--- src/vram_cfg_pkg.sv ---
// Shared constants and types for the VRAM bank-select and refresh block.
// Assumes a single 10 MHz system clock and a classic Wishbone register port.
`default_nettype none

package vram_cfg_pkg;

    // Register byte offsets
    localparam logic [3:0] CFG_OFFSET = 4'h0;
    localparam logic [3:0] STATUS_OFFSET = 4'h4;

    // Field positions in the configuration word
    localparam int CLK_DIV_LSB = 0;
    localparam int FINE_DIV_POS = 3;
    localparam int STROBE_CFG_LSB = 4;
    localparam int PIPE_POS = 8;
    localparam int STAGGER_POS = 9;

    // Reset value of the configuration word
    localparam logic [9:0] CFG_RESET = 10'h000;

    // Divider and refresh timing
    localparam logic [3:0] DIV_BASE = 4'ha;
    localparam logic [4:0] FINE_DIV_LO = 5'h1e;
    localparam logic [4:0] FINE_DIV_HI = 5'h1a;
    localparam logic [1:0] REFRESH_LOW_CYCLES = 2'h2;
    localparam logic [1:0] COL_HOLD_CYCLES = 2'h1;

    typedef struct packed {
        logic refresh_stagger_sel;
        logic addr_pipeline_sel;
        logic [2:0] strobe_config_field;
        logic refresh_fine_divisor;
        logic [2:0] clock_divisor_field;
    } cfg_t;

    typedef struct packed {
        logic [3:0] row;
        logic [3:0] col;
        logic scrub;
        logic pair_stagger;
    } strobe_sel_t;

endpackage : vram_cfg_pkg

`default_nettype wire

--- src/strobe_decode.sv ---
// Maps the strobe configuration field and bank-select bits onto strobe sets.
// Purely combinational; the caller registers what it uses.
`default_nettype none

module strobe_decode (
    input wire logic [2:0] strobe_config_field_i, // Strobe mode
    input wire logic bank_sel_lo_i,               // Bank-select bit zero
    input wire logic bank_sel_hi_i,               // Bank-select bit one
    output vram_cfg_pkg::strobe_sel_t sel_o       // Decoded strobes
);

    function automatic logic [3:0] one_hot(input logic [1:0] idx);
        one_hot = 4'h1 << idx;
    endfunction : one_hot

    function automatic logic [3:0] pair_of(input logic hi);
        pair_of = hi ? 4'hc : 4'h3;
    endfunction : pair_of

    always_comb begin
        sel_o = '0;
        // All-strobe mode 0,1,1 is a row-only refresh with no scrubbing
        sel_o.scrub = ~strobe_config_field_i[2] & (strobe_config_field_i != 3'h3);
        case (strobe_config_field_i)
            3'h1: begin
                sel_o.row = pair_of(bank_sel_hi_i);
                sel_o.col = pair_of(bank_sel_hi_i);
                sel_o.pair_stagger = 1'b1;
            end
            3'h2: begin
                sel_o.row = one_hot({bank_sel_hi_i, bank_sel_lo_i});
                sel_o.col = one_hot({bank_sel_hi_i, bank_sel_lo_i});
            end
            3'h4: begin
                sel_o.row = pair_of(bank_sel_hi_i);
                sel_o.col = 4'hf;
                sel_o.pair_stagger = 1'b1;
            end
            3'h5: begin
                sel_o.row = pair_of(bank_sel_hi_i);
                sel_o.col = pair_of(bank_sel_hi_i);
                sel_o.pair_stagger = 1'b1;
            end
            3'h6: begin
                sel_o.row = one_hot({bank_sel_hi_i, bank_sel_lo_i});
                sel_o.col = 4'hf;
            end
            3'h7: begin
                sel_o.row = one_hot({bank_sel_hi_i, bank_sel_lo_i});
                sel_o.col = one_hot({bank_sel_hi_i, bank_sel_lo_i});
            end
            default: begin
                sel_o.row = 4'hf;
                sel_o.col = 4'hf;
            end
        endcase
    end

endmodule : strobe_decode

`default_nettype wire

--- src/refresh_divider.sv ---
// Divides the delay-line clock input down to the internal tick and the
// refresh request pulse. The input is sampled as a synchronous level.
`default_nettype none

module refresh_divider (
    input wire logic clk_i,                       // System clock
    input wire logic rst_i,                       // Sync reset, high
    input wire logic delay_line_clock_in_i,       // Delay-line clock level
    input wire logic [2:0] clock_divisor_field_i, // Divisor code
    input wire logic refresh_fine_divisor_i,      // Fine divisor select
    output logic div_tick_o,                      // Divided clock pulse
    output logic refresh_tick_o                   // Refresh request pulse
);

    logic dlc_prev_r;
    logic [3:0] div_cnt_r;
    logic [4:0] ref_cnt_r;
    logic dlc_rise;
    logic [3:0] div_last;
    logic [4:0] ref_last;

    assign dlc_rise = delay_line_clock_in_i & ~dlc_prev_r;
    assign div_last = vram_cfg_pkg::DIV_BASE - {1'b0, clock_divisor_field_i} - 4'h1;
    assign ref_last = (refresh_fine_divisor_i ? vram_cfg_pkg::FINE_DIV_HI
                                              : vram_cfg_pkg::FINE_DIV_LO) - 5'h01;

    always_ff @(posedge clk_i) begin
        if (rst_i) begin
            dlc_prev_r <= 1'b0;
        end else begin
            dlc_prev_r <= delay_line_clock_in_i;
        end
    end

    always_ff @(posedge clk_i) begin
        if (rst_i) begin
            div_cnt_r <= 4'h0;
            div_tick_o <= 1'b0;
        end else begin
            div_tick_o <= 1'b0;
            if (dlc_rise) begin
                if (div_cnt_r >= div_last) begin
                    div_cnt_r <= 4'h0;
                    div_tick_o <= 1'b1;
                end else begin
                    div_cnt_r <= div_cnt_r + 4'h1;
                end
            end
        end
    end

    // Same divided tick drives the refresh timer
    always_ff @(posedge clk_i) begin
        if (rst_i) begin
            ref_cnt_r <= 5'h00;
            refresh_tick_o <= 1'b0;
        end else begin
            refresh_tick_o <= 1'b0;
            if (div_tick_o) begin
                if (ref_cnt_r >= ref_last) begin
                    ref_cnt_r <= 5'h00;
                    refresh_tick_o <= 1'b1;
                end else begin
                    ref_cnt_r <= ref_cnt_r + 5'h01;
                end
            end
        end
    end

endmodule : refresh_divider

`default_nettype wire

--- src/vram_bank_select_refresh_cfg.sv ---
// Strobe selection, refresh sequencing and address muxing for a VRAM array.
// Assumes a classic Wishbone master and synchronous pin inputs at 10 MHz.
//
// Summary of operation
// - A column strobe is driven only if its byte column-enable input was high at the previous clock edge.
// - Mode 1,0,0 picks a row pair by bank bit one, all columns are candidates, bit zero ignored, no scrubbing.
// - In that mode bank bit one low gives row strobes 0-1 and high gives 2-3, with columns 0-3.
// - Mode 1,0,1 picks row and column pair 0-1 or 2-3 by bank bit one, bit zero ignored, no scrubbing.
// - Mode 1,1,0 picks the single row strobe numbered by both bank bits, with all columns as candidates.
// - Mode 1,1,1 picks the single row and same-numbered column strobe by both bank bits, no scrubbing.
// - The fine divisor bit divides the divided clock further by 30 when low or 26 when high.
// - The divisor field divides the delay-line clock by 10 down to 3 for codes 000 to 111.
// - The one divided clock feeds both the delay line and the refresh timer.
// - With stagger off, all four row strobes assert and negate together in refresh.
// - With stagger on, refresh row strobes step in one clock apart, one or two per step by mode.
// - Without pipelining the address returns from column to row once column hold is met.
// - With pipelining the column address stays until the access row strobes negate.
`default_nettype none

module vram_bank_select_refresh_cfg (
    input wire logic clk_i,                  // System clock, 10 MHz
    input wire logic rst_i,                  // Sync reset, high
    input wire logic wb_cyc_i,               // Wishbone cycle
    input wire logic wb_stb_i,               // Wishbone strobe
    input wire logic wb_we_i,                // Wishbone write
    input wire logic [3:0] wb_adr_i,         // Byte address
    input wire logic [3:0] wb_sel_i,         // Byte lanes
    input wire logic [31:0] wb_dat_i,        // Write data
    output logic [31:0] wb_dat_o,            // Read data
    output logic wb_ack_o,                   // Acknowledge
    input wire logic access_req_i,           // Memory access request level
    input wire logic bank_sel_lo_i,          // Bank-select bit zero
    input wire logic bank_sel_hi_i,          // Bank-select bit one
    input wire logic [3:0] byte_col_enable_i, // Byte column enables
    input wire logic [10:0] row_addr_i,      // Row address
    input wire logic [10:0] col_addr_i,      // Column address
    input wire logic delay_line_clock_in_i,  // Delay-line clock level
    output logic [3:0] row_strobe_o,         // Row strobes, high active
    output logic [3:0] col_strobe_o,         // Column strobes, high active
    output logic [10:0] mem_addr_o,          // Memory address
    output logic scrub_o,                    // Scrubbing refresh in progress
    output logic delay_tick_o                // Divided clock to delay line
);

    typedef enum logic [4:0] {
        ST_IDLE = 5'b00001,
        ST_ROW = 5'b00010,
        ST_COL = 5'b00100,
        ST_HOLD = 5'b01000,
        ST_REF = 5'b10000
    } state_t;

    state_t state_r;
    vram_cfg_pkg::cfg_t cfg_r;
    vram_cfg_pkg::cfg_t cfg_stage_r;
    logic cfg_dirty_r;
    vram_cfg_pkg::strobe_sel_t dec;
    logic [3:0] col_sel_r;
    logic [1:0] cnt_r;
    logic [1:0] step_r;
    logic refresh_pend_r;
    logic refresh_tick;
    logic div_tick;
    logic refresh_done;
    logic bus_req;

    assign bus_req = wb_cyc_i & wb_stb_i & ~wb_ack_o;

    strobe_decode u_decode (
        .strobe_config_field_i(cfg_r.strobe_config_field),
        .bank_sel_lo_i(bank_sel_lo_i),
        .bank_sel_hi_i(bank_sel_hi_i),
        .sel_o(dec)
    );

    refresh_divider u_divider (
        .clk_i(clk_i),
        .rst_i(rst_i),
        .delay_line_clock_in_i(delay_line_clock_in_i),
        .clock_divisor_field_i(cfg_r.clock_divisor_field),
        .refresh_fine_divisor_i(cfg_r.refresh_fine_divisor),
        .div_tick_o(div_tick),
        .refresh_tick_o(refresh_tick)
    );

    function automatic logic [3:0] stagger_group(input logic pair, input logic [1:0] s);
        if (pair) begin
            stagger_group = s[0] ? 4'hc : 4'h3;
        end else begin
            stagger_group = 4'h1 << s;
        end
    endfunction : stagger_group

    always_ff @(posedge clk_i) begin
        if (rst_i) begin
            delay_tick_o <= 1'b0;
        end else begin
            delay_tick_o <= div_tick;
        end
    end

    // Bus slave: one wait state, unmapped reads give zero
    always_ff @(posedge clk_i) begin
        if (rst_i) begin
            wb_ack_o <= 1'b0;
            wb_dat_o <= 32'h0000_0000;
        end else begin
            wb_ack_o <= bus_req;
            wb_dat_o <= 32'h0000_0000;
            if (bus_req && !wb_we_i) begin
                case (wb_adr_i)
                    vram_cfg_pkg::CFG_OFFSET: wb_dat_o <= {22'h000000, cfg_r[8:7], 1'b0, cfg_r[6:0]};
                    vram_cfg_pkg::STATUS_OFFSET: wb_dat_o <= {12'h000, 3'h0, state_r, 1'b0,
                                                              refresh_pend_r, 1'b0, scrub_o,
                                                              col_strobe_o, row_strobe_o};
                    default: wb_dat_o <= 32'h0000_0000;
                endcase
            end
        end
    end

    // Writes are staged and only applied between cycles
    always_ff @(posedge clk_i) begin
        if (rst_i) begin
            cfg_stage_r <= vram_cfg_pkg::CFG_RESET[8:0];
            cfg_dirty_r <= 1'b0;
            cfg_r <= vram_cfg_pkg::CFG_RESET[8:0];
        end else begin
            if (bus_req && wb_we_i && wb_adr_i == vram_cfg_pkg::CFG_OFFSET) begin
                if (wb_sel_i[0]) begin
                    cfg_stage_r.clock_divisor_field <= wb_dat_i[vram_cfg_pkg::CLK_DIV_LSB +: 3];
                    cfg_stage_r.refresh_fine_divisor <= wb_dat_i[vram_cfg_pkg::FINE_DIV_POS];
                    cfg_stage_r.strobe_config_field <= wb_dat_i[vram_cfg_pkg::STROBE_CFG_LSB +: 3];
                end
                if (wb_sel_i[1]) begin
                    cfg_stage_r.addr_pipeline_sel <= wb_dat_i[vram_cfg_pkg::PIPE_POS];
                    cfg_stage_r.refresh_stagger_sel <= wb_dat_i[vram_cfg_pkg::STAGGER_POS];
                end
                cfg_dirty_r <= 1'b1;
            end else if (cfg_dirty_r && state_r == ST_IDLE) begin
                cfg_r <= cfg_stage_r;
                cfg_dirty_r <= 1'b0;
            end
        end
    end

    // Set wins over clear so a tick at completion is kept
    assign refresh_done = (state_r == ST_REF) && (cnt_r == vram_cfg_pkg::REFRESH_LOW_CYCLES - 2'h1)
                          && (!cfg_r.refresh_stagger_sel || row_strobe_o == 4'hf);
    always_ff @(posedge clk_i) begin
        if (rst_i) begin
            refresh_pend_r <= 1'b0;
        end else begin
            refresh_pend_r <= refresh_tick | (refresh_pend_r & ~refresh_done);
        end
    end

    always_ff @(posedge clk_i) begin
        if (rst_i) begin
            state_r <= ST_IDLE;
            row_strobe_o <= 4'h0;
            col_sel_r <= 4'h0;
            mem_addr_o <= 11'h000;
            cnt_r <= 2'h0;
            step_r <= 2'h0;
            scrub_o <= 1'b0;
        end else begin
            case (state_r)
                ST_IDLE: begin
                    cnt_r <= 2'h0;
                    mem_addr_o <= row_addr_i;
                    if (refresh_pend_r && !cfg_dirty_r) begin
                        state_r <= ST_REF;
                        scrub_o <= dec.scrub;
                        if (cfg_r.refresh_stagger_sel) begin
                            row_strobe_o <= stagger_group(dec.pair_stagger, 2'h0);
                            step_r <= 2'h1;
                        end else begin
                            row_strobe_o <= 4'hf;
                        end
                    end else if (access_req_i && !cfg_dirty_r) begin
                        state_r <= ST_ROW;
                        row_strobe_o <= dec.row;
                        col_sel_r <= dec.col;
                    end
                end
                ST_ROW: begin
                    state_r <= ST_COL;
                    mem_addr_o <= col_addr_i;
                end
                ST_COL: begin
                    cnt_r <= cnt_r + 2'h1;
                    if (cnt_r == vram_cfg_pkg::COL_HOLD_CYCLES - 2'h1) begin
                        state_r <= ST_HOLD;
                        if (!cfg_r.addr_pipeline_sel) begin
                            mem_addr_o <= row_addr_i;
                        end
                    end
                end
                ST_HOLD: begin
                    if (!access_req_i) begin
                        state_r <= ST_IDLE;
                        row_strobe_o <= 4'h0;
                        col_sel_r <= 4'h0;
                        mem_addr_o <= row_addr_i;
                    end
                end
                ST_REF: begin
                    // Stepping ends once every strobe is up; a 2-bit step could never pass 3
                    if (cfg_r.refresh_stagger_sel && row_strobe_o != 4'hf) begin
                        row_strobe_o <= row_strobe_o | stagger_group(dec.pair_stagger, step_r);
                        step_r <= step_r + 2'h1;
                    end else begin
                        cnt_r <= cnt_r + 2'h1;
                    end
                    if (refresh_done) begin
                        state_r <= ST_IDLE;
                        row_strobe_o <= 4'h0;
                        scrub_o <= 1'b0;
                        step_r <= 2'h0;
                    end
                end
                default: state_r <= ST_IDLE;
            endcase
        end
    end

    // Column enables gate every selected strobe, in every mode
    always_ff @(posedge clk_i) begin
        if (rst_i) begin
            col_strobe_o <= 4'h0;
        end else if (state_r == ST_COL || (state_r == ST_HOLD && access_req_i)) begin
            col_strobe_o <= col_sel_r & byte_col_enable_i;
        end else begin
            col_strobe_o <= 4'h0;
        end
    end

    a_col_gated: assert property (@(posedge clk_i) disable iff (rst_i)
        (col_strobe_o & ~$past(byte_col_enable_i)) == 4'h0)
        else $error("column strobe driven without its enable");

    a_pair_mode_row: assert property (@(posedge clk_i) disable iff (rst_i)
        (state_r == ST_IDLE && access_req_i && !refresh_pend_r && !cfg_dirty_r
         && cfg_r.strobe_config_field == 3'h4) |=> row_strobe_o == (bank_sel_hi_i ? 4'hc : 4'h3))
        else $error("pair mode row strobes wrong");

    a_single_row: assert property (@(posedge clk_i) disable iff (rst_i)
        (state_r == ST_IDLE && access_req_i && !refresh_pend_r && !cfg_dirty_r
         && cfg_r.strobe_config_field == 3'h6) |=> $onehot(row_strobe_o))
        else $error("single mode row strobe not one-hot");

    a_single_col: assert property (@(posedge clk_i) disable iff (rst_i)
        (state_r == ST_COL && cfg_r.strobe_config_field == 3'h7) |=> (col_strobe_o & ~row_strobe_o) == 4'h0)
        else $error("single mode column differs from row");

    a_no_scrub: assert property (@(posedge clk_i) disable iff (rst_i)
        cfg_r.strobe_config_field[2] |-> !scrub_o)
        else $error("scrubbing in a no-scrub mode");

    a_ref_together: assert property (@(posedge clk_i) disable iff (rst_i)
        (state_r == ST_IDLE && refresh_pend_r && !cfg_dirty_r && !cfg_r.refresh_stagger_sel)
        |=> row_strobe_o == 4'hf ##1 row_strobe_o == 4'hf ##1 row_strobe_o == 4'h0)
        else $error("simultaneous refresh strobes wrong");

    a_ref_stagger: assert property (@(posedge clk_i) disable iff (rst_i)
        (state_r == ST_REF && cfg_r.refresh_stagger_sel && row_strobe_o != 4'hf)
        |=> $countones(row_strobe_o) > $countones($past(row_strobe_o)))
        else $error("staggered refresh did not step");

    a_addr_return: assert property (@(posedge clk_i) disable iff (rst_i)
        (state_r == ST_COL && !cfg_r.addr_pipeline_sel) |=> mem_addr_o == $past(row_addr_i))
        else $error("row address not restored");

    a_addr_pipe: assert property (@(posedge clk_i) disable iff (rst_i)
        (state_r == ST_HOLD && cfg_r.addr_pipeline_sel && access_req_i) |=> $stable(mem_addr_o))
        else $error("column address dropped early");

    a_cfg_held: assert property (@(posedge clk_i) disable iff (rst_i)
        (state_r != ST_IDLE) |=> $stable(cfg_r))
        else $error("configuration changed mid cycle");

    c_access: cover property (@(posedge clk_i) state_r == ST_HOLD ##1 state_r == ST_IDLE);
    c_stagger: cover property (@(posedge clk_i) state_r == ST_REF && cfg_r.refresh_stagger_sel);
    c_pipe: cover property (@(posedge clk_i) state_r == ST_HOLD && cfg_r.addr_pipeline_sel);

endmodule : vram_bank_select_refresh_cfg

`default_nettype wire

--- config.mk ---
export PLATFORM = sky130hd
export DESIGN_NAME = vram_bank_select_refresh_cfg
export DESIGN_NICKNAME = d
export VERILOG_FILES = /design/src/vram_cfg_pkg.sv /design/src/strobe_decode.sv /design/src/refresh_divider.sv /design/src/vram_bank_select_refresh_cfg.sv
export SDC_FILE = /design/constraint.sdc
export NUM_CORES = 1
export LEC_CHECK = 0
export BUFFER_PORTS_ARGS = -buffer_cell sky130_fd_sc_hd__buf_2
export CAP_MARGIN = 20
export CORE_ASPECT_RATIO = 0.7
export CORE_UTILIZATION = 51
export CTS_CLUSTER_DIAMETER = 100
export CTS_CLUSTER_SIZE = 25
export DETAILED_ROUTE_END_ITERATION = 6
export GPL_TIMING_DRIVEN = 0
export PLACE_DENSITY = 0.8
export RECOVER_POWER = 100
export SLEW_MARGIN = 5
export SYNTH_ARGS = -nofsm -noshare
export SYNTH_HDL_FRONTEND = slang
export SYNTH_SLANG_ARGS = --single-unit
--- constraint.sdc ---
create_clock -name clk_i -period 2.4 [get_ports clk_i]
set_clock_uncertainty 0.05 [all_clocks]
set_input_delay 0.12 -clock clk_i [delete_from_list [all_inputs] [get_ports clk_i]]
set_output_delay 0.12 -clock clk_i [all_outputs]
set_load 0.05 [all_outputs]
==> impl_results.md <==
* Required @ worst endpoint at 2.62 ns
* Max cap viols at 0
* Vias per cell at 5.27
* Die X-Extent at 106 µm
* TNS Setup at 0 ns
* CTS Buf Count at 9
* Inst Count DP at 636
* Mapped Area at 3900 µm²
* Worst VDD drop at 454 µV
* Area occupied by multi-input gates at 1990 µm²
* N_diodes at 0
* CP dominant cell by count: nand2_1
* Chip height at 75.1 µm
* Design area at 4820 µm²
* Fmax at 464 MHz
* Distinct cells, synth at 50
* Share of cells above drive strength 1 at 16.7%
* Yosys warns at 0
* Crit share post-route at 89.9%
* Worst setup SP type: flop
* Wire length per cell at 13.6 µm
* Fillers at 651
* Place WS at 0.425 ns
* CTS max path bufs at 2
* Worst slew pin tran at 0.716 ns
* Core ar. at 7350 µm²
* Largest net degree at the start of global routing at 14
* Remaining DRCs at 0
* Drt pass-1 iters at 5
* Root buf cell: clkbuf_8
* GRT Total Usage at 23.5%
* Nets at 656
* Post-route ant nets at 0
* Seq/Total Area, Yosys at 42.6%
* Post-Syn Instances at 438
* CP top delay family: compound AO/OA/AOI/OAI gates
* Minimum clock period at 2.16 ns
* Gp weighted congestion at 0.857
* Vias in the first global route at 3132
* Gr ovfl total at 0
* Synth async-reset ratio at 0%
* Initial core utilization at 53.0%
* Antenna violations before repair at 0
* Slew Viols, Final at 0
* Hold Path Class: input port to flop
* Final worst slack at 0.243 ns
* Layout area overhead at 23.7%
* Crit path arrival time at 2.38 ns
* RSZ-0062 raised after global routing: no
* Status: finished, final reports clean
* Worst relative slew slack at 51.7%
* Worst-path cell chain: clkbuf_1, nor3_1, nand2_1, a21oi_1, nand2_1, a311oi_1
* PD cells at 648 nW/µm²
* Die ar. at 8000 µm²
* Synth Area per Inst at 8.90 µm²
* Final setup vio count at 0
* I/O Buffers at 85
* Dpl cell area at 4500 µm²
* FP Rows at 26
* Reg clk slew, reported paths at 0.08 ns
* EDFF count, synth at 0
* Vias at 3517
* Yosys reg bits at 83
* Clock Latency Late Sink at 0.36 ns
* CP max stage cell: a21oi_1
* Leak at 2.06 nW
* Global-route wire length before repair at 14600 µm
* DRT Wirelength at 9090 µm
* Final hold vios at 0
* Prevailing post-synth register cell: dfxtp_1
* Register area at 1660 µm²
* Iter 0 DRT Violations at 240
* Crit Path Class: flop to flop
* Crit-path max cell delay at 0.57 ns
* Final non-filler cell total at 667
* R2r setup slk at 0.24 ns
* IO Count at 129
* CP Max Fanout at 9
* WP buf/inv at 1
* Clk sinks at 83
* H-tree depth at 3
* CTS tree: built
* Hpwl dp at 6750 µm
* Critical Path Sink Type: flop
==> area by class of cell <==
cell class / instances / share of cell area (%)
Tap cell: 98 / 2.54
Inverter: 14 / 1.09
Clock inverter: 5 / 1.66
Timing Repair Buffer: 102 / 11.3
Clock buffer: 9 / 2.57
Sequential cell: 83 / 34.5
Multi-Input combinational cell: 314 / 41.3
Buffer: 42 / 5.01
==> synthesized netlist by cell type (all sizes together) (2+ instances only) <==
cell      n  area [µm²]
a22oi     9        67.6
nor3     14        70.1
o2bb2ai   4        35.0
ha       15         188
nand3b    2        15.0
mux2i    22         220
a311oi    2        17.5
buf      28         189
inv      14        52.6
dfxtp    83        1660
o21ai    12        60.1
a21oi    32         164
a211oi   18         145
a211o     2        17.5
and2     13        81.3
nand4     7        43.8
a32oi     3        26.3
and3b     2        17.5
xnor2     3        26.3
nor2b     9        56.3
xor2      6        52.6
o21a      2        15.0
nor2     47         176
and3      4        25.0
nor3b     3        32.5
nand3    15        75.1
clkbuf   14        55.1
a21o      4        30.0
nand2b    8        50.1
nand2    27         101
==> placed cells by master (no fill, tap or decap), drive strengths merged, types with 4 or more instances in the layout <==
master	synthesis	layout
mux2i	22	22
conb	1	16
ha	15	15
a22oi	9	9
xor2	6	6
nand3	15	15
nor2b	9	9
dlygate4sd3	0	17
inv	14	14
o21ai	12	12
clkbuf	14	65
o2bb2ai	4	4
buf	28	71
nand2b	8	8
a211oi	18	18
nand2	27	27
and3	4	4
nor2	47	47
a21o	4	4
nor3	14	14
nand4	7	7
and2	13	13
dfxtp	83	83
a21oi	32	32
==> per-stage QoR <==
step	hold WS, ns	utilization (%)	total power (W)
floorplan	0.154	-	0.00194
global placement	0.290	61.2	0.00207
detailed placement	0.292	61.2	0.00209
CTS	0.0226	66.3	0.00315
global route	0.0369	65.5	0.00325
finish	0.0323	65.5	0.00312
==> final timing paths <==
check,start,end,depth (start not counted)
setup / recovery,state_r[0]$_SDFFE_PP1P_,row_strobe_o[0]$_SDFFE_PP0P_,6
setup reg to reg,state_r[0]$_SDFFE_PP1P_,row_strobe_o[0]$_SDFFE_PP0P_,6
hold / removal,wb_sel_i[1],cfg_stage_r[7]$_SDFFE_PP0P_,4
hold reg to reg,col_strobe_o[3]$_SDFF_PP0_,wb_dat_o[7]$_SDFF_PP0_,1
==> worst reg2reg max path: cells and delay by family, from the launching register on <==
family	cells	cell delay [ns]
flip-flops	1	0.31
AO/OA/AOI/OAI	2	0.87
buffers and inverters	1	0.18
AND/OR/NAND/NOR	3	0.68
==> power by group <==
| part | internal, W | switching (W) |
|---|---|---|
| clock | 0.000572 | 0.000480 |
| combinational | 0.000186 | 0.000400 |
| sequential | 0.00144 | 0.0000492 |
| total | 0.00220 | 0.000929 |
==> registers in the layout, summed over array words and instances, names as in the netlist, 4 cells and up <==
register / cells
cfg_r: 9
cfg_stage_r: 9
col_sel_r: 4
col_strobe_o: 4
mem_addr_o: 11
row_strobe_o: 4
state_r: 5
u_divider.div_cnt_r: 4
u_divider.ref_cnt_r: 5
wb_dat_o: 16
==> cells by family (layout without fill, tap and decap cells) <==
| group | Yosys count | after routing | synth area share [%] |
|---|---|---|---|
| buffers and inverters | 56 | 172 | 7.61 |
| other | 1 | 16 | 0.0962 |
| XOR/XNOR | 9 | 9 | 2.02 |
| adder cells (fa/ha/maj) | 15 | 15 | 4.82 |
| AND/OR/NAND/NOR | 158 | 158 | 21.1 |
| AO/OA/AOI/OAI | 94 | 94 | 16.1 |
| multiplexers | 22 | 22 | 5.65 |
| flip-flops | 83 | 83 | 42.6 |
==> layer usage <==
| layer | vias up | track usage, % | part of all wire (%) |
|---|---|---|---|
| li1 | 1754 | - | - |
| met1 | 1610 | 31.7 | 47 |
| met2 | 150 | 38.0 | 44 |
| met3 | 3 | 7.45 | 8.9 |
| met4 | 0 | 4.26 | 0.13 |
| met5 | - | 0 | 0 |
==> what timing repair did <==
action / in CTS / in global routing
endpoints found under the hold margin: 15 / 0
resized for setup: 0 / 0
hold buffers: 17 / 0
setup buffers: 0 / 0
Power figures use the tool's default switching activity.
